### config.mk
export PLATFORM = sky130hd
export DESIGN_NAME = event_link_converter
export DESIGN_NICKNAME = d
export VERILOG_FILES = /design/src/hdl/evlink_pkg.sv /design/src/hdl/event_link_converter.sv
export SDC_FILE = /design/constraint.sdc
export NUM_CORES = 1
export LEC_CHECK = 0
export ABC_AREA = 1
export BUFFER_PORTS_ARGS = -buffer_cell sky130_fd_sc_hd__buf_2
export CAP_MARGIN = 5
export CORE_MARGIN = 2
export CORE_UTILIZATION = 65
export DETAILED_ROUTE_END_ITERATION = 8
export GPL_ROUTABILITY_DRIVEN = 0
export PLACE_DENSITY = 0.83
export SLEW_MARGIN = 20
export SYNTH_ARGS = -nofsm -noshare
export SYNTH_HDL_FRONTEND = slang
export SYNTH_SLANG_ARGS = --single-unit
### constraint.sdc
create_clock -name sys_clk_i -period 8.3 [get_ports sys_clk_i]
set_clock_uncertainty 0.15 [all_clocks]
set_input_delay 1.66 -clock sys_clk_i [delete_from_list [all_inputs] [get_ports sys_clk_i]]
set_output_delay 1.66 -clock sys_clk_i [all_outputs]
set_load 0.005 [all_outputs]
### src/hdl/evlink_pkg.sv
// Shared types and constants for the event link converter.
// Assumes one system clock; the fast link word clock is only sampled.
package evlink_pkg;

	// One received fast link word as kept in the input buffer.
	typedef struct packed {
		logic first;
		logic last;
		logic [15:0] payload;
	} rx_word_t;

	// One character presented to the character link transmitter.
	typedef struct packed {
		logic is_ctrl;
		logic [7:0] code;
	} tx_char_t;

	// Status and error reporting towards the surrounding logic.
	typedef struct packed {
		logic in_event;
		logic overflow;
		logic [7:0] frame_errs;
	} link_status_t;

	// Control character numbers, all within the 14 available; values arbitrary.
	localparam logic [7:0] CTRL_START = 8'h01;
	localparam logic [7:0] CTRL_END = 8'h02;
	localparam logic [7:0] CTRL_FILL = 8'h05;
	localparam logic [7:0] CTRL_VIOL = 8'h07;
	localparam int CTRL_COUNT = 14;

	// Fill run between events, configurable within these bounds.
	localparam logic [2:0] GAP_MIN = 3'h2;
	localparam logic [2:0] GAP_MAX = 3'h4;

	// Input buffer geometry and word layout.
	localparam int WORD_W = 18;
	localparam int PTR_W = 4;
	localparam int DEPTH = 16;
	localparam logic [PTR_W:0] FIFO_CAP = 5'h10;

	// Link word clock period in ns, and its length in 100 ns system cycles.
	localparam int SYS_PERIOD_NS = 100;
	localparam int LINK_PERIOD_NS = 800;
	localparam int LINK_CYCLES = LINK_PERIOD_NS / SYS_PERIOD_NS;

	// Values after reset.
	localparam logic [7:0] ERRS_RESET = 8'h00;
	localparam logic [2:0] GAP_RESET = 3'h0;

	// Transmit sequencer states.
	typedef enum logic [2:0] {
		TX_IDLE = 3'b000,
		TX_SOP = 3'b001,
		TX_HI = 3'b010,
		TX_LO = 3'b011,
		TX_WAIT = 3'b100,
		TX_EOP = 3'b101,
		TX_GAP = 3'b110
	} tx_state_t;

endpackage

### src/hdl/event_link_converter.sv
// Event link converter: fast framed word link in, character link out.
// Assumes the word clock and its data, flags arrive asynchronously and are
// stable around the rising word clock edge; the character link takes one
// character per system clock.
//
// Notes on behaviour
// RL1: Two-state framing: start enters an event, end leaves it.
// RL2: Event start and event end use two distinct control characters.
// RL3: Between events only fill characters go out; the code also sends a requested violation character there.
// RL4: Fill inside an event is ignored and leaves payload intact.
// RL5: At least the configured two to four fills follow each event end.
// RL6: Far receiver resynchronises on two fills; no extra exchange sent.
// RL7: Payload passes unaltered, uninspected, with nothing added.
// RL8: No error for events that are not whole sixteen-byte multiples.
// RL9: Producers frame events as header, sixteen-byte payload, trailer.
// RL10: Input words are sixteen payload bits plus two protocol bits.
// RL11: One protocol bit flags the first word, the other the last.
// RL12: Input framing travels in data bits, not in control words.
// RL13: The input buffer is eighteen bits wide.
// RL14: Output characters are eight-bit data or one of fourteen controls.
// RL15: With nothing to send the transmitter emits fill.
// RL16: On request a violation control character is sent.
// RL17: The far receiver flags corrupted symbols as violations.
// RL18: The fast link runs its twenty-bit mode with alternating bit.
// RL19: Fast link fill words are treated as non-data.
// RL20: Fast link violation words are reported.
// RL21: First flag gives start char, words split in two, end after last.
// RL22: Words or violations between events are dropped and counted.
`timescale 1ns/1ns
module event_link_converter (
	input wire logic sys_clk_i,
	input wire logic sys_rst_i,
	input wire logic rx_word_clk_i,
	input wire logic [15:0] rx_payload_i,
	input wire logic rx_first_i,
	input wire logic rx_last_i,
	input wire logic rx_fill_i,
	input wire logic rx_violation_i,
	input wire logic [2:0] gap_len_i,
	input wire logic viol_req_i,
	output evlink_pkg::tx_char_t tx_char_o,
	output evlink_pkg::link_status_t status_o
);
	import evlink_pkg::*;

	// Clamp the requested fill run into its legal window.
	function automatic logic [2:0] clamp_gap(input logic [2:0] req);
		if (req < GAP_MIN) begin
			return GAP_MIN;
		end else if (req > GAP_MAX) begin
			return GAP_MAX;
		end
		return req;
	endfunction

	// Wrap a buffer pointer.
	function automatic logic [PTR_W-1:0] ptr_inc(input logic [PTR_W-1:0] p);
		return PTR_W'(p + 1'b1);
	endfunction

	logic wclk_s1_reg;
	logic wclk_s2_reg;
	logic wclk_s3_reg;
	rx_word_t word_s1_reg;
	rx_word_t word_s2_reg;
	logic fill_s1_reg;
	logic fill_s2_reg;
	logic viol_s1_reg;
	logic viol_s2_reg;
	logic word_edge;

	// RL18: twenty-bit mode words
	// RL10: sixteen plus two flags
	// Every fast link pin passes two flops before use; the third clock flop only feeds
	// the edge detector so the first stage is never read by logic.
	always_ff @(posedge sys_clk_i) begin
		if (sys_rst_i) begin
			wclk_s1_reg <= 1'b0;
			wclk_s2_reg <= 1'b0;
			wclk_s3_reg <= 1'b0;
			word_s1_reg <= '0;
			word_s2_reg <= '0;
			fill_s1_reg <= 1'b0;
			fill_s2_reg <= 1'b0;
			viol_s1_reg <= 1'b0;
			viol_s2_reg <= 1'b0;
		end else begin
			wclk_s1_reg <= rx_word_clk_i;
			wclk_s2_reg <= wclk_s1_reg;
			wclk_s3_reg <= wclk_s2_reg;
			word_s1_reg <= '{first: rx_first_i, last: rx_last_i, payload: rx_payload_i};
			word_s2_reg <= word_s1_reg;
			fill_s1_reg <= rx_fill_i;
			fill_s2_reg <= fill_s1_reg;
			viol_s1_reg <= rx_violation_i;
			viol_s2_reg <= viol_s1_reg;
		end
	end

	// A rising word clock edge marks one received word.
	assign word_edge = wclk_s2_reg & ~wclk_s3_reg;

	logic in_event_reg;
	logic accept;
	logic discard;
	logic viol_seen;

	// RL19: fill words carry no data
	// RL11: first and last flags
	// RL12: framing from data bits
	always_comb begin
		accept = 1'b0;
		discard = 1'b0;
		viol_seen = word_edge & viol_s2_reg;
		if (word_edge && !fill_s2_reg && !viol_s2_reg) begin
			if (in_event_reg || word_s2_reg.first) begin
				accept = 1'b1;
			end else begin
				discard = 1'b1;
			end
		end
	end

	// RL1: two-state input framing
	// A word flagged first and last opens and closes the event at once.
	always_ff @(posedge sys_clk_i) begin
		if (sys_rst_i) begin
			in_event_reg <= 1'b0;
		end else if (accept) begin
			in_event_reg <= ~word_s2_reg.last;
		end
	end

	// RL13: eighteen-bit buffer
	rx_word_t fifo_mem [DEPTH];
	logic [PTR_W-1:0] wr_ptr_reg;
	logic [PTR_W-1:0] rd_ptr_reg;
	logic [PTR_W:0] count_reg;
	logic fifo_full;
	logic fifo_empty;
	logic push;
	logic pop;
	rx_word_t head;

	assign fifo_full = (count_reg == FIFO_CAP);
	assign fifo_empty = (count_reg == '0);
	assign push = accept & ~fifo_full;
	assign head = fifo_mem[rd_ptr_reg];

	// Buffer storage; the write side has no back-pressure on the link.
	always_ff @(posedge sys_clk_i) begin
		if (push) begin
			fifo_mem[wr_ptr_reg] <= word_s2_reg;
		end
	end

	// Buffer pointers and fill level.
	always_ff @(posedge sys_clk_i) begin
		if (sys_rst_i) begin
			wr_ptr_reg <= '0;
			rd_ptr_reg <= '0;
			count_reg <= '0;
		end else begin
			if (push) begin
				wr_ptr_reg <= ptr_inc(wr_ptr_reg);
			end
			if (pop) begin
				rd_ptr_reg <= ptr_inc(rd_ptr_reg);
			end
			count_reg <= (PTR_W+1)'(count_reg + {4'h0, push} - {4'h0, pop});
		end
	end

	logic [7:0] errs_reg;
	logic overflow_reg;

	// RL22: count framing errors
	// RL20: report violation words
	// RL8: no length check
	// The counter saturates so a stuck link cannot wrap it back to zero.
	always_ff @(posedge sys_clk_i) begin
		if (sys_rst_i) begin
			errs_reg <= ERRS_RESET;
		end else if ((discard || viol_seen) && errs_reg != 8'hff) begin
			errs_reg <= 8'(errs_reg + 1'b1);
		end
	end

	// Sticky overflow: the link cannot be stalled, so a lost word is flagged.
	always_ff @(posedge sys_clk_i) begin
		if (sys_rst_i) begin
			overflow_reg <= 1'b0;
		end else if (accept && fifo_full) begin
			overflow_reg <= 1'b1;
		end
	end

	tx_state_t state_reg;
	tx_state_t state_next;
	rx_word_t word_reg;
	logic [2:0] gap_reg;
	logic viol_pend_reg;
	logic send_viol;
	tx_char_t char_next;

	assign send_viol = (state_reg == TX_IDLE) & viol_pend_reg;

	// RL21: start, split, end
	// RL7: payload passed unaltered
	// RL2: distinct start and end
	// RL14: eight-bit data characters
	always_comb begin
		state_next = state_reg;
		pop = 1'b0;
		char_next = '{is_ctrl: 1'b1, code: CTRL_FILL};
		case (state_reg)
			TX_IDLE: begin
				if (send_viol) begin
					char_next.code = CTRL_VIOL;
				end else if (!fifo_empty) begin
					pop = 1'b1;
					state_next = TX_SOP;
				end
			end
			TX_SOP: begin
				char_next.code = CTRL_START;
				state_next = TX_HI;
			end
			TX_HI: begin
				char_next = '{is_ctrl: 1'b0, code: word_reg.payload[15:8]};
				state_next = TX_LO;
			end
			TX_LO: begin
				char_next = '{is_ctrl: 1'b0, code: word_reg.payload[7:0]};
				if (word_reg.last) begin
					state_next = TX_EOP;
				end else if (!fifo_empty) begin
					pop = 1'b1;
					state_next = TX_HI;
				end else begin
					state_next = TX_WAIT;
				end
			end
			TX_WAIT: begin
				// RL4: fill inside event
				if (!fifo_empty) begin
					pop = 1'b1;
					state_next = TX_HI;
				end
			end
			TX_EOP: begin
				char_next.code = CTRL_END;
				state_next = TX_GAP;
			end
			TX_GAP: begin
				// RL5: mandatory fill run
				if (gap_reg == 3'h1) begin
					state_next = TX_IDLE;
				end
			end
			default: begin
				state_next = TX_IDLE;
			end
		endcase
	end

	// Sequencer state and the word being split.
	always_ff @(posedge sys_clk_i) begin
		if (sys_rst_i) begin
			state_reg <= TX_IDLE;
			word_reg <= '0;
		end else begin
			state_reg <= state_next;
			if (pop) begin
				word_reg <= head;
			end
		end
	end

	// RL5: load fill run
	// The length is taken at the end character, so a change mid-run waits.
	always_ff @(posedge sys_clk_i) begin
		if (sys_rst_i) begin
			gap_reg <= GAP_RESET;
		end else if (state_reg == TX_EOP) begin
			gap_reg <= clamp_gap(gap_len_i);
		end else if (state_reg == TX_GAP) begin
			gap_reg <= 3'(gap_reg - 1'b1);
		end
	end

	// RL16: violation on request
	// A request is held until the link is between events; set beats clear.
	always_ff @(posedge sys_clk_i) begin
		if (sys_rst_i) begin
			viol_pend_reg <= 1'b0;
		end else if (viol_req_i) begin
			viol_pend_reg <= 1'b1;
		end else if (send_viol) begin
			viol_pend_reg <= 1'b0;
		end
	end

	// RL3: only fill between events
	// RL15: fill when idle
	// Outputs are registered so the transceiver sees clean levels.
	always_ff @(posedge sys_clk_i) begin
		if (sys_rst_i) begin
			tx_char_o <= '{is_ctrl: 1'b1, code: CTRL_FILL};
			status_o <= '0;
		end else begin
			tx_char_o <= char_next;
			status_o <= '{in_event: in_event_reg, overflow: overflow_reg,
				frame_errs: errs_reg};
		end
	end

endmodule

==> flow_summary_export.csv, run 1 <==
group,metric,value,unit
floorplan,core_area,23600,sq um
power,peakVddDrop,0.202,mV
setup_path,startpoint_type,"flop",
synth,synthArstFlopShare,0,%
final_layout,regArea,10400,sq um
synth,synth_seq_cells,381,
clock_network,clk_pin_slew,0.06,ns
sta,worst_slack,4.89,ns
clock_network,numCtsBuffers,38,
flow_run,maxCapViolCount,0,
final_layout,final_cell_area,17500,sq um
sta,min_period,3.41,ns
final_layout,syn_to_final_growth,11.2,%
place,place_area,16200,sq um
clock_network,clockRootBuffer,"clkbuf_16",
clock_network,h-tree-depth,2,
final_layout,utilization,74.1,%
sta,slew_headroom,28.9,%
floorplan,ios,46,
hold_path,holdCritPathClass,"reg -> reg",
setup_path,cp.required,8.58,ns
detailed_routing,drc_errors,0,
place,dp.cells,1929,
power,powerDensity,288,nW/um^2
final_layout,largest_register_ffs,272,
clock_network,insertion_delay,0.53,ns
synth,netlist_top_cells_area,"edfxtp_1 (52%), dfxtp_1 (14%), nand2_1 (12%)",
setup_path,critPathKind,"reg -> reg",
sta,setup_viol,0,
sta,tightestPinTransition,1.07,ns
setup_path,critPathMaxFanout,97,
floorplan,initial_core_util,66.6,%
detailed_routing,viasPerCell,5.57,
synth,syn-mean-instance-area,9.74,sq um
sta,post-route-period-util,41.0,%
sta,fin_tns_setup,0,ns
clock_network,postCtsResizedCells,0,
sta,fmax,294,MHz
grt,overflow,0,
place,dpl.hpwl,19700,um
place,post-place-ws,4.97,ns
synth,yosysUniqueCellTypes,35,
sta,slew_violations,0,
final_layout,diodes,0,
grt,antenna_found_initial,0,
floorplan,dieArea,25500,sq um
clock_network,cts_tree,"done",
synth,netlist_area,15700,sq um
synth,synth-edff-count,272,
synth,synthFlopType,"edfxtp_1",
synth,synth_area_leader_cell,"edfxtp_1",
final_layout,stdcell_count,1999,
setup_path,crit_arrival,3.68,ns
synth,ys_warn_count,0,
final_layout,multi_input_area,4080,sq um
detailed_routing,wl_per_cell,18.5,um
grt,grt_pass1_wl,56900,um
detailed_routing,via_count,11100,
grt,grt_use_total,29.0,%
grt,grt_max_degree,98,
clock_network,post_cts_buffers,0,
grt,grt_pass1_vias,10900,
sta,rsz0062_at_grt,"false",
floorplan,die_h,160,um
detailed_routing,wl,37000,um
power,p_leak,7.65,nW
synth,synth_top_area_share,51.9,%
floorplan,core.rowCount,56,
sta,final_hold_viol_count,0,
outcome,outcome,"completed",
synth,syn_inst,1614,
detailed_routing,ant_nets,0,
clock_network,cts.sinks,381,
final_layout,layout.nets,1692,
final_layout,final.fill_count,1533,
setup_path,r2r_setup_slack,4.89,ns
detailed_routing,drt-initial-drc-count,1221,
place,port_buffers,45,
setup_path,crit_path_end_kind,"flop",
clock_network,clockBufferDepth,3,
final_layout,drive_above_1_share,8.87,%
detailed_routing,drtPass1Iterations,7,
synth,synth_seq_area_share,65.8,%
floorplan,die_w,160,um
synth,synth_fp_nets,1656,
clock_network,ctsHoldBuffers,0,
-- worst paths after layout --
path	from	endpoint	cells past startpoint
worst max register to register	rd_ptr_reg[0]	word_reg[14]	10
worst min register to register	word_s1_reg[11]	word_s2_reg[11]	2
worst max-delay path	rd_ptr_reg[0]	word_reg[14]	10
worst min-delay path	word_s1_reg[11]	word_s2_reg[11]	2
-- stage by stage --
stage	hold WS, ns	power [mW]
2_1_floorplan	0.238	3.04
3_3_place_gp	0.240	3.26
3_5_place_dp	0.245	3.30
4_1_cts	0.257	5.03
5_1_grt	0.265	5.27
6_report	0.254	5.05
-- area by class of cell --
type | instances | share of cell area (%)
Clock inverter | 17 | 0.937
Clock buffer | 53 | 6.36
Sequential cell | 381 | 59.2
Tap cell | 319 | 2.28
Timing Repair Buffer | 68 | 2.27
Inverter | 262 | 5.63
Multi-Input combinational cell | 899 | 23.3
-- cell usage after synthesis (2+ instances only) --
master and instances:
nand2_1 493, clkinv_1 9, nor3_1 3, nor2_1 97, inv_1 250, nand2_4 2, a21oi_1 28, inv_2 3
nand3_1 202, buf_6 3, clkbuf_1 24, edfxtp_1 272, nand3b_1 16, buf_1 5, xor2_1 9, ha_1 14
nand4_1 3, dfxtp_1 109, buf_2 37, buf_4 2, o21bai_1 2, o21ai_0 13, a22oi_1 6
-- worst max-delay path, cell delays in order, from the launching register on --
cell	delay (ns)
dfxtp_4	0.78
clkinv_2	0.72
buf_4	0.65
nand2_1	0.21
nand2_1	0.07
nand2_1	0.07
nand3_1	0.10
nand3_1	0.12
nand3_1	0.20
nand2_1	0.10
inv_1	0.04
-- per-layer routing --
layer / global-route usage [%] / share of wire, % / vias up
met4: 17.5 / 5.4 / 0
met2: 48.0 / 48 / 603
met3: 4.27 / 9.0 / 144
met5: 0 / 0 / -
li1: - / - / 5214
met1: 36.3 / 38 / 5169
-- power breakdown --
| part | total [mW] | switching, mW | internal (mW) |
|---|---|---|---|
| combinational | 1.13 | 0.785 | 0.344 |
| clock | 1.73 | 0.699 | 1.03 |
| sequential | 2.19 | 0.0864 | 2.10 |
| total | 5.05 | 1.57 | 3.48 |
-- cells in the final DEF (no fill, tap or decap), types with 2 or more instances in the layout --
| master | instances |
|---|---|
| nand2_1 | 493 |
| edfxtp_1 | 272 |
| inv_1 | 249 |
| nand3_1 | 202 |
| dfxtp_1 | 107 |
| nor2_1 | 81 |
| buf_2 | 45 |
| clkbuf_16 | 42 |
| a21oi_1 | 28 |
| buf_4 | 23 |
| clkinv_1 | 17 |
| nand3b_1 | 16 |
| nor2_2 | 16 |
| ha_1 | 14 |
| o21ai_0 | 13 |
| xor2_1 | 9 |
| clkbuf_1 | 9 |
| a22oi_1 | 6 |
| clkinv_2 | 5 |
| nor3_1 | 3 |
| nand4_1 | 3 |
| inv_2 | 3 |
| bufinv_16 | 3 |
| o21bai_1 | 2 |
| nand2_4 | 2 |
| clkbuf_8 | 2 |
-- logic make-up after synthesis --
logic type / share of synthesized area (%)
AO/OA/AOI/OAI: 1.92
XOR/XNOR: 0.557
adder cells (fa/ha/maj): 1.24
buffers and inverters: 8.53
flip-flops: 65.8
AND/OR/NAND/NOR: 21.9
Note: power is estimated with default switching activity, not from simulation.
==> inputs of run 2 (changes only) <==
--- a/config.mk
+++ b/config.mk
@@ -9,10 +9,10 @@
 export BUFFER_PORTS_ARGS = -buffer_cell sky130_fd_sc_hd__buf_2
 export CAP_MARGIN = 5
 export CORE_MARGIN = 2
-export CORE_UTILIZATION = 65
+export CORE_UTILIZATION = 62
 export DETAILED_ROUTE_END_ITERATION = 8
 export GPL_ROUTABILITY_DRIVEN = 0
-export PLACE_DENSITY = 0.83
+export PLACE_DENSITY = 0.79
 export SLEW_MARGIN = 20
 export SYNTH_ARGS = -nofsm -noshare
 export SYNTH_HDL_FRONTEND = slang
==> constraint.sdc (replaced) <==
create_clock -name sys_clk_i -period 3.22 [get_ports sys_clk_i]
set_clock_uncertainty 0.15 [all_clocks]
set_input_delay 0.644 -clock sys_clk_i [delete_from_list [all_inputs] [get_ports sys_clk_i]]
set_output_delay 0.644 -clock sys_clk_i [all_outputs]
set_load 0.005 [all_outputs]
==> run 2 against run 1 <==
Sequential share of layout area decreased by 0.35 points. Flip-flop and latch count stayed put. Critical path depth is 3 higher. Final cell count up 0.90%. First-iteration DRC count grew 2.4%.
==> flow_summary_export.csv, run 2 (same netlist as run 1, synthesis figures left out) <==
group,metric,value,unit
outcome,outcome,"completed",
final_layout,final.fill_count,1743,
hold_path,min_from,"rx_fill_i",
floorplan,die_w,163,um
clock_network,cts_tree,"done",
detailed_routing,routed-wl-met3,3010,um
floorplan,die_h,163,um
final_layout,mostFrequentLayoutCells,"nand2_1 (493), edfxtp_1 (272), inv_1 (249)",
sta,slew_violations,0,
setup_path,startpoint_type,"flop",
grt,grt_pass1_wl,54300,um
setup_path,cp.required,3.47,ns
sta,setup_viol,0,
final_layout,syn_to_final_growth,11.9,%
clock_network,numCtsBuffers,37,
grt,grt_pass1_vias,10400,
clock_network,insertion_delay,0.52,ns
detailed_routing,ant_nets,0,
final_layout,drive_above_1_share,9.43,%
setup_path,crit_arrival,3.13,ns
clock_network,post_cts_buffers,0,
sta,tightestPinTransition,0.899,ns
final_layout,multi_input_area,4080,sq um
hold_path,hold_depth,3,
final_layout,utilization,70.3,%
place,dpl.hpwl,19900,um
sta,rsz0062_at_grt,"false",
clock_network,clockBufferDepth,3,
clock_network,postCtsResizedCells,0,
sta,final_hold_viol_count,0,
detailed_routing,drc_errors,0,
grt,grt_use_total,26.7,%
clock_network,cts.sinks,381,
detailed_routing,drt-initial-drc-count,1250,
detailed_routing,wl_per_cell,17.1,um
sta,min_period,2.88,ns
floorplan,ios,46,
detailed_routing,wl,34500,um
setup_path,critPathMaxFanout,20,
final_layout,diodes,0,
setup_path,worst_path_max_delay_cell,"fa_1",
floorplan,dieArea,26700,sq um
sta,slew_headroom,40.1,%
clock_network,clockRootBuffer,"clkbuf_16",
setup_path,rr_worst_depth,13,
setup_path,path_delay_family,"adder cells",
setup_path,crit_path_frequent_cell,"ha_1",
detailed_routing,drtPass1Iterations,7,
floorplan,initial_core_util,62.8,%
place,port_buffers,45,
grt,overflow,0,
setup_path,critPathKind,"reg -> reg",
detailed_routing,viasPerCell,5.40,
setup_path,max_stage_delay,0.41,ns
setup_path,cp.buffers_inverters,2,
power,peakVddDrop,0.609,mV
sta,post-route-period-util,89.3,%
clock_network,clk_pin_slew,0.06,ns
setup_path,crit_path_end_kind,"flop",
grt,antenna_found_initial,0,
setup_path,crit_start,"count_reg[2]",
sta,fmax,348,MHz
flow_run,maxCapViolCount,0,
setup_path,rr_startpoint,"count_reg[2]",
grt,grt_max_degree,140,
clock_network,h-tree-depth,2,
setup_path,crit_path_cell_trace,"inv_1, ha_1, nand4_1, nand3_4, nand2_4, ha_1, inv_1, ha_1, fa_1, a21oi_1, o21bai_1, o21ai_0, a21oi_1",
final_layout,layout.nets,1700,
power,p_leak,7.69,nW
hold_path,holdPathEnd,"fill_s1_reg",
final_layout,regArea,10400,sq um
floorplan,core.rowCount,58,
final_layout,largest_register_ffs,272,
final_layout,final_common_cell,"nand2_1",
setup_path,r2r_setup_slack,0.34,ns
hold_path,holdCritPathClass,"in -> reg",
setup_path,r2r-end,"count_reg[4]",
sta,fin_tns_setup,0,ns
clock_network,ctsHoldBuffers,0,
detailed_routing,dr_wl_met2,16600,um
detailed_routing,via_count,10900,
detailed_routing,maxUsedRoutingLayer,"met4",
detailed_routing,wl_met1,13500,um
power,powerDensity,725,nW/um^2
floorplan,core_area,25000,sq um
-- run 2: power by group --
group	switching [mW]	internal (mW)
Clock	1.75	2.43
Sequential	0.136	5.41
Combinational	2.08	0.960
Total	3.97	8.80
-- run 2: layout make-up --
class | instances | share of cell area [%]
clock inverters | 12 | 0.498
well taps | 330 | 2.35
repair buffers | 77 | 3.36
flip-flops and latches | 381 | 58.8
inverters | 262 | 5.60
clock buffers | 56 | 6.20
multi-input cells | 899 | 23.2
-- run 2: how the worst max path moves through the flow --
stage               cells after the start  slack (ns)           end
floorplan                              14        0.51  count_reg[4]
global placement                       13        0.46  count_reg[4]
detailed placement                     13        0.38  count_reg[4]
CTS                                    13        0.33  count_reg[4]
global route                           13         0.1  count_reg[4]
finish                                 13        0.34  count_reg[4]
-- run 2: routing by layer --
metal | track usage (%) | vias to the layer above
li1 | - | 5225
met1 | 34.7 | 5068
met4 | 12.1 | 0
met5 | 0 | -
met3 | 3.96 | 90
met2 | 44.7 | 505
-- run 2: worst reg2reg max path, delay by kind of cell (launching register included) --
family	cells	cell delay, ns
AND/OR/NAND/NOR	3	0.64
AO/OA/AOI/OAI	4	0.46
adder cells (fa/ha/maj)	4	1.08
flip-flops	1	0.32
buffers and inverters	2	0.12
-- run 2: stage by stage --
stage	std cells	hold WS [ns]	worst slack [ns]	cell area, sq um	power [mW]
2_1_floorplan	1614	0.238	0.511	15700	7.84
3_3_place_gp	1949	0.239	0.458	16400	8.53
3_5_place_dp	1949	0.244	0.384	16400	8.62
4_1_cts	2017	0.162	0.335	17600	12.8
5_1_grt	2017	0.172	0.0989	17600	13.4
6_report	2017	0.174	0.343	17600	12.8
